[src/dma_req_pkg.sv]
package dma_req_pkg;

    // Data path and memory widths
    localparam int ADDR_W          = 32;
    localparam int DATA_W          = 32;
    localparam int LEN_W           = 16;
    localparam int BURST_W         = 4;
    localparam int NUM_PERIPH_IRQ  = 16;
    localparam int NUM_DMA_CH      = 2;
    localparam int NUM_IRQ_SRC     = NUM_PERIPH_IRQ + NUM_DMA_CH;

    // Temporary buffer depth in words
    localparam int BUF_DEPTH       = 16;
    localparam int BUF_AW          = 4;

    // Descriptor layout: four words, next descriptor at this stride
    localparam logic [ADDR_W-1:0] DESC_STRIDE   = 32'h0000_0010;
    localparam logic [1:0]        DESC_WORD_SRC = 2'h0;
    localparam logic [1:0]        DESC_WORD_LEN = 2'h1;
    localparam logic [1:0]        DESC_WORD_DST = 2'h2;
    localparam logic [1:0]        DESC_WORD_CTL = 2'h3;
    localparam logic [1:0]        DESC_LAST_WORD = 2'h3;
    localparam int                CTL_BIT_WRAP  = 15;
    localparam int                CTL_BIT_IRQ   = 14;
    localparam int                CTL_BIT_LAST  = 13;
    localparam int                CTL_BIT_FULL  = 12;

    // Byte units per word transfer
    localparam logic [LEN_W-1:0] BYTES_PER_WORD = 16'h0004;

    // Peripheral data widths and bus accesses per word
    localparam logic [1:0] WIDTH_8   = 2'h0;
    localparam logic [1:0] WIDTH_16  = 2'h1;
    localparam logic [1:0] WIDTH_32  = 2'h2;
    localparam logic [2:0] ACC_8     = 3'h4;
    localparam logic [2:0] ACC_16    = 3'h2;
    localparam logic [2:0] ACC_32    = 3'h1;

    // Request pulse window, in clock cycles
    localparam int         REQ_MIN_CYC = 4;
    localparam int         REQ_MAX_CYC = 20;
    localparam logic [4:0] REQ_DETECT  = 5'(REQ_MIN_CYC - 2);

    typedef enum logic [3:0] {
        ST_IDLE      = 4'b0000,
        ST_FETCH     = 4'b0001,
        ST_CHECK     = 4'b0010,
        ST_READ      = 4'b0011,
        ST_WRITE     = 4'b0100,
        ST_RETIRE    = 4'b0101,
        ST_IRQ       = 4'b0110
    } dma_state_t;

endpackage : dma_req_pkg

[src/ext_req_dma.sv]
`timescale 1ns/1ps
`default_nettype none

module ext_req_dma
    import dma_req_pkg::*;
(
    // Clocking
    input  wire logic                        clk_sys,
    input  wire logic                        reset,
    input  wire logic                        clk_en,
    // Peripheral request and software control
    input  wire logic                        periph_req,
    input  wire logic                        channel_go,
    input  wire logic                        mem_to_mem,
    input  wire logic                        complete_irq_en,
    input  wire logic                        full_expected,
    input  wire logic [dma_req_pkg::ADDR_W-1:0] desc_base,
    input  wire logic [1:0]                  memory_width,
    // Shared memory port, lower priority than peripheral-bus masters
    input  wire logic                        periph_bus_busy,
    output logic                             mem_req,
    output logic                             mem_we,
    output logic [dma_req_pkg::ADDR_W-1:0]   mem_addr,
    output logic [dma_req_pkg::DATA_W-1:0]   mem_wdata,
    input  wire logic                        mem_ack,
    input  wire logic [dma_req_pkg::DATA_W-1:0] mem_rdata,
    // Channel status
    output logic                             busy,
    output logic                             not_ready_flag,
    output logic                             done_pulse,
    output logic                             chan_irq,
    output logic [2:0]                       accesses_per_word,
    // Interrupt aggregation
    input  wire logic [dma_req_pkg::NUM_IRQ_SRC-1:0] irq_src,
    input  wire logic [dma_req_pkg::NUM_IRQ_SRC-1:0] irq_enable,
    output logic [dma_req_pkg::NUM_IRQ_SRC-1:0]      irq_status,
    output logic                             aggregate_irq
);
    import dma_req_pkg::*;

    dma_state_t          state_reg;
    dma_state_t          state_next;
    logic                req_pulse;
    logic                start;
    logic [ADDR_W-1:0]   desc_ptr_reg;
    logic [ADDR_W-1:0]   src_reg;
    logic [ADDR_W-1:0]   dst_reg;
    logic [LEN_W-1:0]    len_reg;
    logic [DATA_W-1:0]   ctl_reg;
    logic [1:0]          dword_reg;
    logic [BUF_AW-1:0]   idx_reg;
    logic [LEN_W-1:0]    bytes_reg;
    logic [DATA_W-1:0]   tmp_buf [BUF_DEPTH];
    logic                go_pulse_reg;
    logic                go_seen;
    logic                grant;
    logic                last_bytes;

    req_sync i_req_sync (
        .clk_sys   (clk_sys),
        .reset     (reset),
        .clk_en    (clk_en),
        .req_async (periph_req),
        .req_pulse (req_pulse)
    );

    // Edge of the software go strobe
    always_ff @(posedge clk_sys) begin
        if (reset) begin
            go_pulse_reg <= 1'b0;
        end else if (clk_en) begin
            go_pulse_reg <= channel_go;
        end
    end
    assign go_seen = channel_go && !go_pulse_reg;

    // Memory-to-memory mode starts only from go, never from the pin
    assign start = mem_to_mem ? go_seen : req_pulse;

    // Peripheral-bus masters own the shared slot whenever they ask
    assign grant = mem_ack && !periph_bus_busy;
    assign last_bytes = (bytes_reg + BYTES_PER_WORD) >= len_reg;

    always_comb begin
        state_next = state_reg;
        case (state_reg)
            ST_IDLE: begin
                if (start) begin
                    state_next = ST_FETCH;
                end
            end
            ST_FETCH: begin
                if (grant && dword_reg == DESC_LAST_WORD) begin
                    state_next = ST_CHECK;
                end
            end
            ST_CHECK: begin
                if (ctl_reg[CTL_BIT_FULL] != full_expected) begin
                    state_next = ST_IDLE;
                end else if (len_reg == '0) begin
                    state_next = ST_RETIRE;
                end else begin
                    state_next = ST_READ;
                end
            end
            ST_READ: begin
                if (grant && last_bytes) begin
                    state_next = ST_WRITE;
                end
            end
            ST_WRITE: begin
                if (grant && last_bytes) begin
                    state_next = ST_RETIRE;
                end
            end
            ST_RETIRE: begin
                if (grant) begin
                    state_next = ST_IRQ;
                end
            end
            ST_IRQ: begin
                state_next = ST_IDLE;
            end
            default: begin
                state_next = ST_IDLE;
            end
        endcase
    end

    always_ff @(posedge clk_sys) begin
        if (reset) begin
            state_reg <= ST_IDLE;
        end else if (clk_en) begin
            state_reg <= state_next;
        end
    end

    // Descriptor fetch, pointer walk and byte counting
    always_ff @(posedge clk_sys) begin
        if (reset) begin
            desc_ptr_reg <= '0;
            src_reg      <= '0;
            dst_reg      <= '0;
            len_reg      <= '0;
            ctl_reg      <= '0;
            dword_reg    <= 2'h0;
            idx_reg      <= '0;
            bytes_reg    <= '0;
        end else if (clk_en) begin
            case (state_reg)
                ST_IDLE: begin
                    dword_reg <= 2'h0;
                    idx_reg   <= '0;
                    bytes_reg <= '0;
                    if (desc_ptr_reg == '0) begin
                        desc_ptr_reg <= desc_base;
                    end
                end
                ST_FETCH: begin
                    if (grant) begin
                        dword_reg <= dword_reg + 2'h1;
                        case (dword_reg)
                            DESC_WORD_SRC: src_reg <= mem_rdata;
                            DESC_WORD_LEN: len_reg <= mem_rdata[LEN_W-1:0];
                            DESC_WORD_DST: dst_reg <= mem_rdata;
                            default:       ctl_reg <= mem_rdata;
                        endcase
                    end
                end
                ST_READ, ST_WRITE: begin
                    if (grant) begin
                        // Whole words only; a short tail still moves a full word
                        idx_reg   <= last_bytes ? '0 : idx_reg + 1'b1;
                        bytes_reg <= last_bytes ? '0 : bytes_reg + BYTES_PER_WORD;
                    end
                end
                ST_RETIRE: begin
                    if (grant) begin
                        desc_ptr_reg <= ctl_reg[CTL_BIT_WRAP] ? desc_base
                                                              : desc_ptr_reg + DESC_STRIDE;
                    end
                end
                default: begin
                end
            endcase
        end
    end

    // On-chip temporary buffer
    always_ff @(posedge clk_sys) begin
        if (clk_en && state_reg == ST_READ && grant) begin
            tmp_buf[idx_reg] <= mem_rdata;
        end
    end

    // Memory request outputs, registered from the current state and grant
    always_ff @(posedge clk_sys) begin
        if (reset) begin
            mem_req   <= 1'b0;
            mem_we    <= 1'b0;
            mem_addr  <= '0;
            mem_wdata <= '0;
        end else if (clk_en) begin
            mem_req <= 1'b0;
            mem_we  <= 1'b0;
            case (state_reg)
                ST_FETCH: begin
                    mem_req  <= !(grant && dword_reg == DESC_LAST_WORD);
                    mem_addr <= desc_ptr_reg + {28'h000_0000, grant ? dword_reg + 2'h1
                                                                    : dword_reg, 2'h0};
                end
                ST_READ: begin
                    mem_req  <= !(grant && last_bytes);
                    mem_addr <= src_reg + {16'h0000, grant ? bytes_reg + BYTES_PER_WORD
                                                           : bytes_reg};
                end
                ST_WRITE: begin
                    // Data goes to the target address, not back to the source
                    mem_req   <= !(grant && last_bytes);
                    mem_we    <= 1'b1;
                    mem_addr  <= dst_reg + {16'h0000, grant ? bytes_reg + BYTES_PER_WORD : bytes_reg};
                    mem_wdata <= tmp_buf[grant ? idx_reg + 1'b1 : idx_reg];
                end
                ST_RETIRE: begin
                    // Descriptor written back with the full bit flipped
                    mem_req   <= !grant;
                    mem_we    <= !grant;
                    mem_addr  <= desc_ptr_reg + {28'h000_0000, DESC_WORD_CTL, 2'h0};
                    mem_wdata <= ctl_reg ^ (DATA_W'(1) << CTL_BIT_FULL);
                end
                default: begin
                end
            endcase
            if (state_reg == ST_IDLE && start) begin
                mem_req  <= 1'b1;
                mem_addr <= desc_ptr_reg == '0 ? desc_base : desc_ptr_reg;
            end
        end
    end

    // Channel status outputs
    always_ff @(posedge clk_sys) begin
        if (reset) begin
            busy              <= 1'b0;
            not_ready_flag    <= 1'b0;
            done_pulse        <= 1'b0;
            chan_irq          <= 1'b0;
            accesses_per_word <= ACC_32;
        end else if (clk_en) begin
            busy       <= (state_next != ST_IDLE);
            done_pulse <= (state_reg == ST_IRQ);
            // Completion interrupt forced by descriptor bit
            chan_irq   <= (state_reg == ST_IRQ) &&
                          (complete_irq_en || ctl_reg[CTL_BIT_IRQ]);
            if (state_reg == ST_CHECK && ctl_reg[CTL_BIT_FULL] != full_expected) begin
                not_ready_flag <= 1'b1;
            end else if (start) begin
                not_ready_flag <= 1'b0;
            end
            case (memory_width)
                WIDTH_8:  accesses_per_word <= ACC_8;
                WIDTH_16: accesses_per_word <= ACC_16;
                default:  accesses_per_word <= ACC_32;
            endcase
        end
    end

    // Interrupt aggregation: status mirrors sources, cleared only at source
    always_ff @(posedge clk_sys) begin
        if (reset) begin
            irq_status    <= '0;
            aggregate_irq <= 1'b0;
        end else if (clk_en) begin
            irq_status    <= irq_src;
            aggregate_irq <= |(irq_src & irq_enable);
        end
    end

endmodule : ext_req_dma
`default_nettype wire

[src/req_sync.sv]
`timescale 1ns/1ps
`default_nettype none

// Two-flop synchroniser plus a rising-edge qualifier for the request line
module req_sync
    import dma_req_pkg::*;
(
    // Clocking
    input  wire logic clk_sys,
    input  wire logic reset,
    input  wire logic clk_en,
    // Asynchronous request in, qualified pulse out
    input  wire logic req_async,
    output logic      req_pulse
);

    logic       meta_reg;
    logic       sync_reg;
    logic [4:0] hold_reg;

    always_ff @(posedge clk_sys) begin
        if (reset) begin
            meta_reg <= 1'b0;
            sync_reg <= 1'b0;
        end else if (clk_en) begin
            meta_reg <= req_async;
            sync_reg <= meta_reg;
        end
    end

    // Count high cycles; one pulse once the line has been seen long enough
    always_ff @(posedge clk_sys) begin
        if (reset) begin
            hold_reg  <= 5'h00;
            req_pulse <= 1'b0;
        end else if (clk_en) begin
            req_pulse <= sync_reg && (hold_reg == REQ_DETECT);
            if (!sync_reg) begin
                hold_reg <= 5'h00;
            end else if (hold_reg != 5'h1F) begin
                hold_reg <= hold_reg + 5'h01;
            end
        end
    end

endmodule : req_sync
`default_nettype wire

[config.mk]
export PLATFORM = sky130hd
export DESIGN_NAME = ext_req_dma
export DESIGN_NICKNAME = d
export VERILOG_FILES = /design/src/dma_req_pkg.sv /design/src/ext_req_dma.sv /design/src/req_sync.sv
export SDC_FILE = /design/constraint.sdc
export NUM_CORES = 1
export LEC_CHECK = 0
export BUFFER_PORTS_ARGS = -buffer_cell sky130_fd_sc_hd__buf_2
export CAP_MARGIN = 20
export CORE_ASPECT_RATIO = 1.4
export CORE_MARGIN = 2
export CORE_UTILIZATION = 24
export DETAILED_ROUTE_END_ITERATION = 8
export GPL_ROUTABILITY_DRIVEN = 1
export GPL_TIMING_DRIVEN = 0
export PLACE_DENSITY = 0.36
export SYNTH_ARGS = -nofsm -noshare
export SYNTH_HDL_FRONTEND = slang
export SYNTH_SLANG_ARGS = --single-unit
[constraint.sdc]
create_clock -name clk_sys -period 6.3 [get_ports clk_sys]
set_input_delay 1.89 -clock clk_sys [delete_from_list [all_inputs] [get_ports clk_sys]]
set_output_delay 1.89 -clock clk_sys [all_outputs]
set_load 0.1 [all_outputs]
==> Yosys cells after proc, flatten, opt, wreduce, memory -nomap -nowiden <==
Memories as Yosys holds them, arrays and structs flattened.
Cells that the tools add are included.
{ "classes": {"mul": 0, "add_sub_neg": 9, "magnitude_cmp": 1, "n_reduce_logical": 42, "bitwise_logic": 3, "n_eq_ne": 16, "shifts": 0, "div_mod_pow": 0, "muxes": 36} }
{ "ops": {"columns": ["op", "n"], "rows": [
  ["32-bit two-way mux", 4],
  ["32-bit one-hot mux with 2 select lines", 2],
  ["32-bit one-hot mux with 4 select lines", 1],
  ["32-bit by 16-bit adder with 32-bit output", 2],
  ["16-bit two-way mux", 3],
  ["32-bit by 4-bit adder with 32-bit output", 1],
  ["32-bit by 4-bit adder with 32-bit output, second input constant", 1],
  ["32-bit by 5-bit adder with 32-bit output, second input constant", 1],
  ["32-bit logical NOT", 1],
  ["4-bit two-way mux", 8],
  ["16-bit one-hot mux with 2 select lines", 1],
  ["4-bit one-hot mux with 6 select lines", 1],
  ["18-bit AND", 1],
  ["18-bit OR reduction", 1],
  ["16-bit by 3-bit adder with 16-bit output, second input constant", 1],
  ["16-bit greater-or-equal comparator", 1],
  ["16-bit logical NOT", 1],
  ["4-bit AND reduction", 4],
  ["4-bit by 3-bit equality test with 1-bit output, second input constant", 3],
  ["1-bit logical AND", 10],
  ["5-bit two-way mux", 2],
  ["2-bit AND reduction", 5],
  ["2-bit nonzero test", 5],
  ["4-bit by 2-bit equality test with 1-bit output, second input constant", 2],
  ["other kinds (29)", 45]
]} }
{ "totals": {"mem_bits_ro": 0, "mem_count": 1, "latchBits": 0, "regBits": 271, "in_bits": 112, "wordCells": 133, "mem_bits_rw": 512} }
{ "mem_list": {"columns": ["memory", "words", "width", "read_ports", "rd_ports_with_merged_regs", "wr", "line_no", "source"], "rows": [
  ["tmp_buf", 16, 32, 1, 0, 1, "ext_req_dma.sv:53", "logic [DATA_W-1:0] tmp_buf [BUF_DEPTH];"]
]} }

==> Depth between registers and ports, before layout <==
Gate-level depths: netlist of the first run.
{ "depth": {"word_depth": 6, "mapped_depth": 18} }

==> Modules after synthesis <==
From an unflattened synthesis of the first run, not the netlist that was laid out.
{ "unflattened": {"cells_unflattened": 2881, "hier_area_um2": 34316.7} }
{ "by_module_without_submodules": {"columns": ["mod", "instances", "seq_area_each_um2", "area_per_inst_um2", "cells_per_inst"], "rows": [
  ["ext_req_dma", 1, 20599.8, 33920.0, 2837],
  ["req_sync", 1, 160.2, 396.6, 44]
]} }

==> Least setup slack after synthesis of the first run <==
Ideal clock, no wire load.
{ "synth_path": {"path_type": "input -> register", "from": "input mem_ack", "to": "memory tmp_buf[0][0], enable pin", "stages": 6, "setup_slack_ns": 0.970, "path_buffers": 1, "arrival_time_ns": 4.869, "cell_sequence": "nor2b_1 buf_2 nand2_1 nor2_1 nand2_1 nor3_1"} }
{ "synth_via": {"elab_chain_cells": 4} }
{ "synth_rtl": {"columns": ["element", "line_no", "source"], "rows": [
  ["start: declaration", "ext_req_dma.sv:25", "input wire logic mem_ack,"],
  ["1-bit logical AND", "ext_req_dma.sv:81", "assign grant = mem_ack && !periph_bus_busy;"],
  ["1-bit logical AND", "ext_req_dma.sv:191", "if (clk_en && state_reg == ST_READ && grant) begin"],
  ["1-bit two-way mux", "ext_req_dma.sv:191", null],
  ["1-bit two-way mux (implied by the code)", "ext_req_dma.sv:192", "tmp_buf[idx_reg] <= mem_rdata;"],
  ["end: declaration", "ext_req_dma.sv:53", null]
]} }
No other way between the ends.

==> Final worst setup path of the first run <==
{ "layout_path": {"from": "input periph_bus_busy", "to": "register mem_addr[17] in the netlist's numbering"} }
{ "layout_via": {"elab_chain_cells": 6, "elab_cells_between_ends": 9} }
{ "layout_rtl": {"columns": ["element", "line_no", "source"], "rows": [
  ["start: declaration", "ext_req_dma.sv:20", "input wire logic periph_bus_busy,"],
  ["1-bit logical NOT *", "ext_req_dma.sv:81", null],
  ["1-bit logical AND *", "ext_req_dma.sv:81", null],
  ["16-bit two-way mux / 2-bit two-way mux (equally long branches)", null, null],
  ["32-bit by 16-bit adder with 32-bit output, or another cell as far along", "ext_req_dma.sv:221", "mem_addr <= dst_reg + {16'h0000, grant ? bytes_reg + BYTES_PER_WORD : bytes_reg};"],
  ["32-bit one-hot mux with 4 select lines *", "ext_req_dma.sv:206", "case (state_reg)"],
  ["32-bit two-way mux *", "ext_req_dma.sv:234", "if (state_reg == ST_IDLE && start) begin"],
  ["end signal: assignment", "ext_req_dma.sv:214", "mem_addr <= src_reg + {16'h0000, grant ? bytes_reg + BYTES_PER_WORD"],
  ["end signal: assignment", "ext_req_dma.sv:221", null],
  ["end signal: assignment", "ext_req_dma.sv:236", "mem_addr <= desc_ptr_reg == '0 ? desc_base : desc_ptr_reg;"],
  ["end: declaration", "ext_req_dma.sv:23", "output logic [dma_req_pkg::ADDR_W-1:0] mem_addr,"]
]} }
Every way passes the cells marked *; elsewhere a longest branch is shown, timed or not.
A chain may end at the register's enable or synchronous reset.

==> impl_metrics.env, run 1 <==
export IMPL_crit_path_start_kind="input port"
export IMPL_cp_data_arrival_time_ps=6570
export IMPL_drc=0
export IMPL_status="finished, final reports clean"
export IMPL_final_min_clock_period_ps=6020
export IMPL_yosys_area_share_adder_pct=1.69
export IMPL_muxShareOfSynthArea_pct=9.90
export IMPL_nNetsFinal=3396
export IMPL_cts_setup_buffers=0
export IMPL_hold_path_class="reg2reg"
export IMPL_initial_core_util_pct=24.2
export IMPL_final_common_cell="edfxtp_1"
export IMPL_row_count=164
export IMPL_cp_end_kind="register"
export IMPL_wl_per_cell_um=25.0
export IMPL_async_flop_share_pct=0
export IMPL_path_max_fanout=10
export IMPL_synth_edff_count=512
export IMPL_hold_viol=0
export IMPL_setup_tns_ps=0
export IMPL_setup_violations=0
export IMPL_fin_skew_ps=31.4
export IMPL_mostFrequentLayoutCells="512 x edfxtp_1, 502 x nand2_1, 269 x dfxtp_1, 227 x a21oi_1, 221 x buf_2"
export IMPL_vias=24600
export IMPL_die_w_um=325
export IMPL_grt_use_total_pct=17.6
export IMPL_grt_pass1_vias=25700
export IMPL_final_cells=5220
export IMPL_synth_area_sq_um=34600
export IMPL_synth_seq_cells=781
export IMPL_gp_congestion=0.905
export IMPL_drive_gt1_share_pct=17.4
export IMPL_syn_num_nets=3056
export IMPL_coreArea_sq_um=143000
export IMPL_tightest_slew_ps=1220
export IMPL_area_delta_synth_final_pct=21.0
export IMPL_cts_sinks=781
export IMPL_power_leakage_nw=14.2
export IMPL_clock_path_buffers=3
export IMPL_grt_overflow_total=0
export IMPL_tritoncts="yes"
export IMPL_setup_ws_ps=279
export IMPL_finalCritPeriodShare_pct=95.6
export IMPL_cts_buffers=88
export IMPL_grt_setup_unrepaired="false"
export IMPL_io_buffers=203
export IMPL_dp_worst_setup_slack_ps=-473
export IMPL_synth_top_family_by_area="simple AND/OR/NAND/NOR gates"
export IMPL_drv_slew=0
export IMPL_required_ps=6850
export IMPL_top_register="tmp_buf"
export IMPL_synth_compound_area_share_pct=10.3
export IMPL_dp_cells=5053
export IMPL_clk_latency_ps=710
export IMPL_dieArea_sq_um=147000
export IMPL_synthCells=2898
export IMPL_grt_max_degree=22
export IMPL_synth_warnings=0
export IMPL_yosys_cell_types_count=80
export IMPL_criticalPathCategory="in2reg"
export IMPL_peakVddDrop_v=0.000243
export IMPL_grt_pass1_wl_mm=188
export IMPL_cts_reportedPaths_clkPinSlew_ps=60
export IMPL_cts_max_level=3
export IMPL_hpwlAfterDp_mm=96.4
export IMPL_synth_xor_area_share_pct=2.18
export IMPL_ioPinCount=204
export IMPL_antenna_found_initial=6
export IMPL_power_density_nw_per_um2=321
export IMPL_fill_cells=14900
export IMPL_avgSynthCellArea_sq_um=11.9
export IMPL_relSlewSlack_pct=18.2
export IMPL_wl_mm=131
export IMPL_largest_reg_flops=512
export IMPL_dr_pass1_iters=6
export IMPL_cts_root_buf="clkbuf_16"
export IMPL_cap_viol_max_count=0
export IMPL_antenna_left=0
export IMPL_die_y_um=453
export IMPL_yosys_area_share_simple_pct=12.9
export IMPL_fmaxAchievable_ghz=0.166
export IMPL_drt_iter0_drc=1556
export IMPL_synth_ff_type="edfxtp_1"
export IMPL_vias_per_cell=4.72
export IMPL_yosysSeqAreaShare_pct=60.0
==> through the flow <==
| stage | utilization (%) | area (sq um) | power [W] | hold WS [ps] |
|---|---|---|---|---|
| 2_1_floorplan | - | 34600 | 0.00726 | 436 |
| 3_5_place_dp | 27.2 | 38900 | 0.00822 | 441 |
| 6_report | 29.3 | 41900 | 0.0134 | 453 |
| 3_3_place_gp | 26.6 | 38000 | 0.00822 | 442 |
| 4_1_cts | 29.3 | 41800 | 0.0136 | 456 |
| 5_1_grt | 29.3 | 41900 | 0.0139 | 469 |
==> metal layers <==
| layer | GRT usage, % | routed length [um] | vias to the layer above |
|---|---|---|---|
| met5 | 0 | 15 | - |
| met4 | 5.84 | 4080 | 4 |
| met3 | 2.48 | 5210 | 186 |
| met2 | 32.7 | 68300 | 649 |
| met1 | 20.7 | 53100 | 12300 |
| li1 | - | - | 11500 |
==> cells in the mapped netlist (all sizes together), types with 41 or more instances <==
library cell  count  area [sq um]
edfxtp          512         15400
nand2           502          1880
dfxtp           269          5390
a21oi           228          1140
nor2            172           646
clkbuf          151           567
nand3           131           656
mux4            128          2880
inv              62           233
buf              53           250
o21ai            51           259
xnor2            49           429
mux2i            48           497
ha               45           563
nor3             41           228
==> path summary, 6_finish.rpt <==
| path | from | endpoint | slack, ps | cells after the start |
|---|---|---|---|---|
| worst max-delay path | periph_bus_busy | mem_addr[17]$_SDFFE_PP0P_ | 280 | 14 |
| worst min-delay path | mem_addr[24]$_SDFFE_PP0P_ | mem_addr[24]$_SDFFE_PP0P_ | 450 | 2 |
| worst max register to register | state_reg[1]$_SDFFE_PP0P_ | mem_addr[27]$_SDFFE_PP0P_ | 480 | 18 |
| worst min register to register | mem_addr[24]$_SDFFE_PP0P_ | mem_addr[24]$_SDFFE_PP0P_ | 450 | 2 |
==> power by group <==
group	internal [W]	total, W	switching, W
combinational	0.000680	0.00248	0.00180
clock	0.00305	0.00529	0.00224
sequential	0.00557	0.00565	0.0000770
==> worst max-delay path: stages <==
cell and delay, ps:
buf_2 100, nor2b_1 440, buf_2 410, buf_1 460, nand4_1 180, xnor2_1 490, ha_1 380, and4_1 220
and2_1 190, a211oi_2 760, nand2_1 210, o2bb2ai_1 200, a221oi_1 500, o31ai_1 120
==> cell type report <==
type,count,area (sq um),share of cell area [%]
flip-flops and latches,781,20800,49.6
inverters,63,236,0.565
plain buffers,204,818,1.96
well taps,1909,2390,5.71
diodes,1,2.50,0.00598
multi-input cells,1850,12900,30.9
repair buffers,250,1800,4.31
clock inverters,42,463,1.11
clock buffers,120,2460,5.89
==> what timing repair did <==
item                                    4_1_cts  5_1_grt
resized for setup                             0        1
hold buffers                                  0        0
endpoints found under the setup margin        0        7
==> cells by family (layout without fill, tap and decap cells) <==
family / after synthesis / after routing
other: 1 / 2
AO/OA/AOI/OAI: 533 / 533
XOR/XNOR: 86 / 86
buffers and inverters: 267 / 679
multiplexers: 180 / 180
flip-flops: 781 / 781
adder cells (fa/ha/maj): 46 / 46
AND/OR/NAND/NOR: 1004 / 1004
(Power assumes the default switching activity.)
==> run 2, diff against run 1 <==
--- a/config.mk
+++ b/config.mk
@@ -8,7 +8,6 @@
 export BUFFER_PORTS_ARGS = -buffer_cell sky130_fd_sc_hd__buf_2
 export CAP_MARGIN = 20
 export CORE_ASPECT_RATIO = 1.4
-export CORE_MARGIN = 2
 export CORE_UTILIZATION = 24
 export DETAILED_ROUTE_END_ITERATION = 8
 export GPL_ROUTABILITY_DRIVEN = 1
==> run 2 against run 1 <==
Global-route usage grew 0.16 points. Register-to-register slack lost 150 ps. Clock-buffer cell count shrank 3. Fmax grew 0.80%. Worst hold slack gained 3.1 ps. Largest power group unchanged.
==> impl_metrics.env, run 2 (same netlist as run 1, synthesis figures left out) <==
export IMPL_initial_core_util_pct=24.2
export IMPL_grt_pass1_vias=25500
export IMPL_drc=0
export IMPL_cp_data_arrival_time_ps=6520
export IMPL_dieArea_sq_um=146000
export IMPL_placed_area_sq_um=38800
export IMPL_ioPinCount=204
export IMPL_finalCritPeriodShare_pct=94.8
export IMPL_cts_setup_buffers=0
export IMPL_fill_cells=15000
export IMPL_ctsHoldBuffers=0
export IMPL_cpMostUsedCell="buf_2"
export IMPL_antenna_left=0
export IMPL_cts_root_buf="clkbuf_16"
export IMPL_io_buffers=203
export IMPL_grt_pass1_wl_mm=186
export IMPL_vias=24600
export IMPL_fmaxAchievable_ghz=0.167
export IMPL_final_cells=5211
export IMPL_drv_slew=0
export IMPL_wl_per_cell_um=25.0
export IMPL_finish_utilization_pct=29.1
export IMPL_cts_max_level=3
export IMPL_hold_path_class="reg2reg"
export IMPL_clock_path_buffers=3
export IMPL_power_leakage_nw=14.1
export IMPL_dp_cells=5049
export IMPL_path_delay_family="buffers and inverters"
export IMPL_worst_path_max_delay_cell="a211oi_2"
export IMPL_grt_setup_unrepaired="false"
export IMPL_tightest_slew_ps=1190
export IMPL_criticalPathCategory="reg2reg"
export IMPL_worstHoldPathCells=2
export IMPL_die_y_um=451
export IMPL_final_common_cell="edfxtp_1"
export IMPL_area_delta_synth_final_pct=20.2
export IMPL_wl_mm=130
export IMPL_nNetsFinal=3387
export IMPL_final_min_clock_period_ps=5970
export IMPL_drive_gt1_share_pct=17.1
export IMPL_cts_reportedPaths_clkPinSlew_ps=60
export IMPL_vias_per_cell=4.71
export IMPL_crit_path_cell_trace="clkbuf_1 -> nor4b_4 -> buf_2 -> buf_2 -> buf_2 -> buf_1 -> buf_2 -> nand2_1 -> nand2_1 -> ha_1 -> and4_1 -> and2_1 -> a211oi_2 -> nand2_1 -> o2bb2ai_1 -> a221oi_1 -> o31ai_1"
export IMPL_setup_violations=0
export IMPL_die_w_um=323
export IMPL_cts_sinks=781
export IMPL_cap_viol_max_count=0
export IMPL_crit_path_start_kind="register"
export IMPL_row_count=164
export IMPL_dr_pass1_iters=5
export IMPL_antenna_found_initial=4
export IMPL_gp_congestion=0.888
export IMPL_slowest_delay_ps=780
export IMPL_largest_reg_flops=512
export IMPL_peakVddDrop_v=0.000198
export IMPL_path_depth=17
export IMPL_hpwlAfterDp_mm=95.9
export IMPL_fin_skew_ps=47.6
export IMPL_setup_tns_ps=0
export IMPL_rr_worst_depth=17
export IMPL_path_buf_inv=6
export IMPL_status="finished, final reports clean"
export IMPL_required_ps=6850
export IMPL_tritoncts="yes"
export IMPL_coreArea_sq_um=143000
export IMPL_cp_end_kind="register"
export IMPL_power_density_nw_per_um2=318
export IMPL_finalInstanceArea_sq_um=41600
export IMPL_path_max_fanout=10
export IMPL_clk_latency_ps=710
export IMPL_grt_max_degree=21
export IMPL_cts_buffers=85
export IMPL_mostFrequentLayoutCells="512 x edfxtp_1, 502 x nand2_1, 269 x dfxtp_1, 227 x a21oi_1, 220 x buf_2"
export IMPL_hold_viol=0
export IMPL_relSlewSlack_pct=20.1
export IMPL_grt_use_total_pct=17.8
export IMPL_drt_iter0_drc=1260
export IMPL_grt_overflow_total=0
export IMPL_top_register="tmp_buf"
==> run 2: cell count changes in the layout (fill, tap and decap cells not counted), moves of 2 or more <==
cell / previous run / this run
clkbuf_8: 10 / 8
clkbuf_16: 90 / 87
buf_12: 11 / 7
clkinv_2: 9 / 14
buf_16: 9 / 7
clkbuf_1: 171 / 173
==> run 2: tightest hold or removal path: stages, from the launching register on <==
cell	delay [ps]
dfxtp_1	310
nand2_1	50
a21oi_1	50
==> run 2: what timing repair did <==
| action | CTS | global route |
|---|---|---|
| gates resized for setup | 1 | 0 |
| setup endpoints to repair | 2 | 1 |
| pin swaps | 0 | 1 |
==> run 2: layout make-up <==
| class | instances | area [sq um] | area share, % |
|---|---|---|---|
| multi-input cells | 1850 | 12900 | 31.1 |
| clock inverters | 42 | 402 | 0.966 |
| well taps | 1909 | 2390 | 5.75 |
| inverters | 63 | 236 | 0.569 |
| plain buffers | 204 | 817 | 1.97 |
| diodes | 1 | 2.50 | 0.00602 |
| flip-flops and latches | 781 | 20800 | 49.9 |
| clock buffers | 117 | 2370 | 5.70 |
| repair buffers | 244 | 1670 | 4.02 |
==> run 2: through the flow <==
step | hold slack (ps) | total power (W) | setup WS, ps
CTS | 456 | 0.0134 | 236
global route | 469 | 0.0137 | 15.1
finish | 456 | 0.0132 | 327
detailed placement | 438 | 0.00820 | -391
global placement | 443 | 0.00821 | -3550
floorplan | 436 | 0.00726 | 970
==> run 2: final timing paths <==
| path | from | to | slack (ps) |
|---|---|---|---|
| setup reg to reg | state_reg[1]$_SDFFE_PP0P_ | mem_addr[17]$_SDFFE_PP0P_ | 330 |
| hold / removal | ctl_reg[18]$_SDFFE_PP0P_ | ctl_reg[18]$_SDFFE_PP0P_ | 460 |
| setup / recovery | state_reg[1]$_SDFFE_PP0P_ | mem_addr[17]$_SDFFE_PP0P_ | 330 |
| hold reg to reg | ctl_reg[18]$_SDFFE_PP0P_ | ctl_reg[18]$_SDFFE_PP0P_ | 460 |
==> run 2: metal layers <==
layer | routed length, um | track usage [%] | up-vias
met3 | 4890 | 2.78 | 186
met2 | 68000 | 32.5 | 575
li1 | - | - | 11500
met4 | 4540 | 6.60 | 2
met5 | 12 | 0 | -
met1 | 52700 | 20.5 | 12300
==> run 2: power by group <==
group | internal (W) | switching [W] | total [W] | leakage, nW
Combinational | 0.000679 | 0.00178 | 0.00246 | 5.99
Clock | 0.00289 | 0.00223 | 0.00512 | 1.36
Sequential | 0.00557 | 0.0000793 | 0.00565 | 6.78
Total | 0.00914 | 0.00409 | 0.0132 | 14.1
==> run 3, diff against run 2 <==
--- a/config.mk
+++ b/config.mk
@@ -13,6 +13,7 @@
 export GPL_ROUTABILITY_DRIVEN = 1
 export GPL_TIMING_DRIVEN = 0
 export PLACE_DENSITY = 0.36
+export SLEW_MARGIN = 20
 export SYNTH_ARGS = -nofsm -noshare
 export SYNTH_HDL_FRONTEND = slang
 export SYNTH_SLANG_ARGS = --single-unit
==> constraint.sdc (replaced) <==
create_clock -name clk_sys -period 6.3 [get_ports clk_sys]
set_input_delay 0.315 -clock clk_sys [delete_from_list [all_inputs] [get_ports clk_sys]]
set_output_delay 0.315 -clock clk_sys [all_outputs]
set_load 0.1 [all_outputs]
==> run 3 against run 2 <==
First-iteration DRC count grew 16%. Die area stayed put. Clock power rose by 3%. Critical endpoint unchanged. Sequential power barely moved. Highest routed layer unchanged. Clock-buffer cell count fell by 5. Register-to-register slack better by 130 ps. Sequential share of layout area is 1.0 points lower. Largest cell class unchanged. Cell area increased by 2.1%. Critical path type unchanged.
==> impl_metrics.env, run 3 (same netlist as run 1, synthesis figures left out) <==
export IMPL_status="finished, final reports clean"
export IMPL_path_buf_inv=7
export IMPL_final_min_clock_period_ps=5840
export IMPL_initial_core_util_pct=24.2
export IMPL_finalInstanceArea_sq_um=42500
export IMPL_r2r_start="state_reg[1]$_SDFFE_PP0P_"
export IMPL_gp_congestion=0.888
export IMPL_p_sw_w=0.00414
export IMPL_register_area_sq_um=20800
export IMPL_grt_overflow_total=0
export IMPL_finish_utilization_pct=29.7
export IMPL_area_delta_synth_final_pct=22.7
export IMPL_final_common_cell="edfxtp_1"
export IMPL_cts_sinks=781
export IMPL_dieArea_sq_um=146000
export IMPL_cts_setup_buffers=0
export IMPL_worst_path_max_delay_cell="a211oi_2"
export IMPL_ioPinCount=204
export IMPL_fill_cells=14800
export IMPL_nNetsFinal=3456
export IMPL_top_register="tmp_buf"
export IMPL_setup_violations=0
export IMPL_antenna_found_initial=6
export IMPL_power_density_nw_per_um2=316
export IMPL_antenna_left=0
export IMPL_drive_gt1_share_pct=17.3
export IMPL_grt_setup_unrepaired="false"
export IMPL_required_ps=6860
export IMPL_slowest_delay_ps=780
export IMPL_row_count=164
export IMPL_fmaxAchievable_ghz=0.171
export IMPL_cp_data_arrival_time_ps=6400
export IMPL_tritoncts="yes"
export IMPL_startpoint="state_reg[1]$_SDFFE_PP0P_"
export IMPL_hold_path_class="in2reg"
export IMPL_vias=24900
export IMPL_cpMostUsedCell="buf_2"
export IMPL_placed_area_sq_um=39000
export IMPL_hpwlAfterDp_mm=96.4
export IMPL_path_delay_family="buffers and inverters"
export IMPL_peakVddDrop_v=0.000216
export IMPL_final_cells=5281
export IMPL_finalCritPeriodShare_pct=92.7
export IMPL_power_leakage_nw=14.5
export IMPL_path_max_fanout=10
export IMPL_pwr_share_seq_pct=42.1
export IMPL_drt_iter0_drc=1459
export IMPL_dr_pass1_iters=5
export IMPL_clock_path_buffers=3
export IMPL_cts_buffers=85
export IMPL_drv_slew=0
export IMPL_tightest_slew_ps=1170
export IMPL_p_int_w=0.00928
export IMPL_cts_max_level=3
export IMPL_cp_end_kind="register"
export IMPL_die_y_um=451
export IMPL_mostFrequentLayoutCells="512 x edfxtp_1, 502 x nand2_1, 269 x dfxtp_1, 227 x a21oi_1, 224 x buf_2"
export IMPL_grt_use_total_pct=17.8
export IMPL_grt_max_degree=21
export IMPL_coreArea_sq_um=143000
export IMPL_cts_root_buf="clkbuf_16"
export IMPL_multi_input_area_sq_um=12900
export IMPL_grt_pass1_wl_mm=187
export IMPL_crit_path_cell_trace="clkbuf_1 -> nor4b_2 -> buf_2 -> buf_2 -> buf_2 -> buf_2 -> buf_1 -> buf_2 -> nand2_1 -> nand2_1 -> ha_1 -> and4_1 -> and2_1 -> a211oi_2 -> nand2_1 -> o2bb2ai_1 -> a221oi_1 -> o31ai_1"
export IMPL_fin_skew_ps=52.2
export IMPL_p_comb_share_pct=18.6
export IMPL_cts_resized=0
export IMPL_die_w_um=323
export IMPL_largest_reg_flops=512
export IMPL_p_sw_share_pct=30.8
export IMPL_clk_latency_ps=710
export IMPL_io_buffers=203
export IMPL_grt_pass1_vias=26000
export IMPL_drc=0
export IMPL_hold_slack_ps=61.4
export IMPL_vias_per_cell=4.72
export IMPL_crit_path_start_kind="register"
export IMPL_criticalPathCategory="reg2reg"
export IMPL_p_clk_share_pct=39.3
export IMPL_cts_reportedPaths_clkPinSlew_ps=70
export IMPL_hold_viol=0
export IMPL_dp_cells=5061
export IMPL_cap_viol_max_count=0
export IMPL_wl_mm=131
export IMPL_min_from="mem_rdata[25]"
export IMPL_wl_per_cell_um=24.7
export IMPL_setup_tns_ps=0
export IMPL_relSlewSlack_pct=21.9
-- run 3: cell count changes in the layout (fill, tap and decap cells not counted), moves of 2 or more --
cell,before,now
buf_4,4,21
dlygate4sd3_1,0,59
clkinv_1,11,16
clkbuf_1,173,165
buf_2,220,224
clkbuf_2,0,2
inv_6,5,2
buf_1,32,28
buf_8,9,3
bufinv_16,6,8
inv_16,0,3
buf_16,7,16
buf_6,18,7
-- run 3: layer usage --
layer | wire [um] | global-route usage (%) | part of all wire [%] | up-vias
li1 | - | - | - | 11600
met1 | 52700 | 20.4 | 40 | 12500
met2 | 68500 | 33.0 | 52 | 625
met3 | 4960 | 2.66 | 3.8 | 196
met4 | 4390 | 6.40 | 3.4 | 2
met5 | 11 | 0 | 0.0084 | -
-- run 3: timing repair --
| action | CTS | global route |
|---|---|---|
| setup endpoints to repair | 0 | 0 |
| hold buffers | 59 | 0 |
| hold endpoints to repair | 81 | 0 |
-- run 3: stage by stage --
step	power (W)	setup WS, ps
detailed placement	0.00820	423
global placement	0.00821	-2260
global route	0.0139	132
finish	0.0134	460
CTS	0.0136	400
floorplan	0.00726	2140
-- run 3: cell type report --
cell class | instances | area share, %
Clock buffer | 112 | 5.61
Inverter | 63 | 0.557
Antenna cell | 2 | 0.0118
Buffer | 204 | 1.94
Tap cell | 1909 | 5.63
Multi-Input combinational cell | 1850 | 30.4
Clock inverter | 47 | 1.19
Sequential cell | 781 | 48.9
Timing Repair Buffer | 313 | 5.72
-- run 3: path summary, 6_finish.rpt --
path,endpoint,slack (ps),depth (start not counted)
setup reg to reg,mem_addr[17]$_SDFFE_PP0P_,460,18
hold reg to reg,ctl_reg[21]$_SDFFE_PP0P_,450,2
setup / recovery,mem_addr[17]$_SDFFE_PP0P_,460,18
hold / removal,dst_reg[25]$_SDFFE_PP0P_,60,3
-- run 3: power groups by stage --
stage / logic, W / clock network [W] / registers, W
finish: 0.00250 / 0.00527 / 0.00565
global route: 0.00263 / 0.00560 / 0.00566
CTS: 0.00248 / 0.00544 / 0.00565
detailed placement: 0.00244 / 0 / 0.00576
global placement: 0.00245 / 0 / 0.00576
floorplan: 0.00130 / 0 / 0.00596
-- run 3: tightest hold or removal path: cells and delay by family --
family,cells,cell delay [ps]
buffers and inverters,1,240
AND/OR/NAND/NOR,1,110
AO/OA/AOI/OAI,1,60
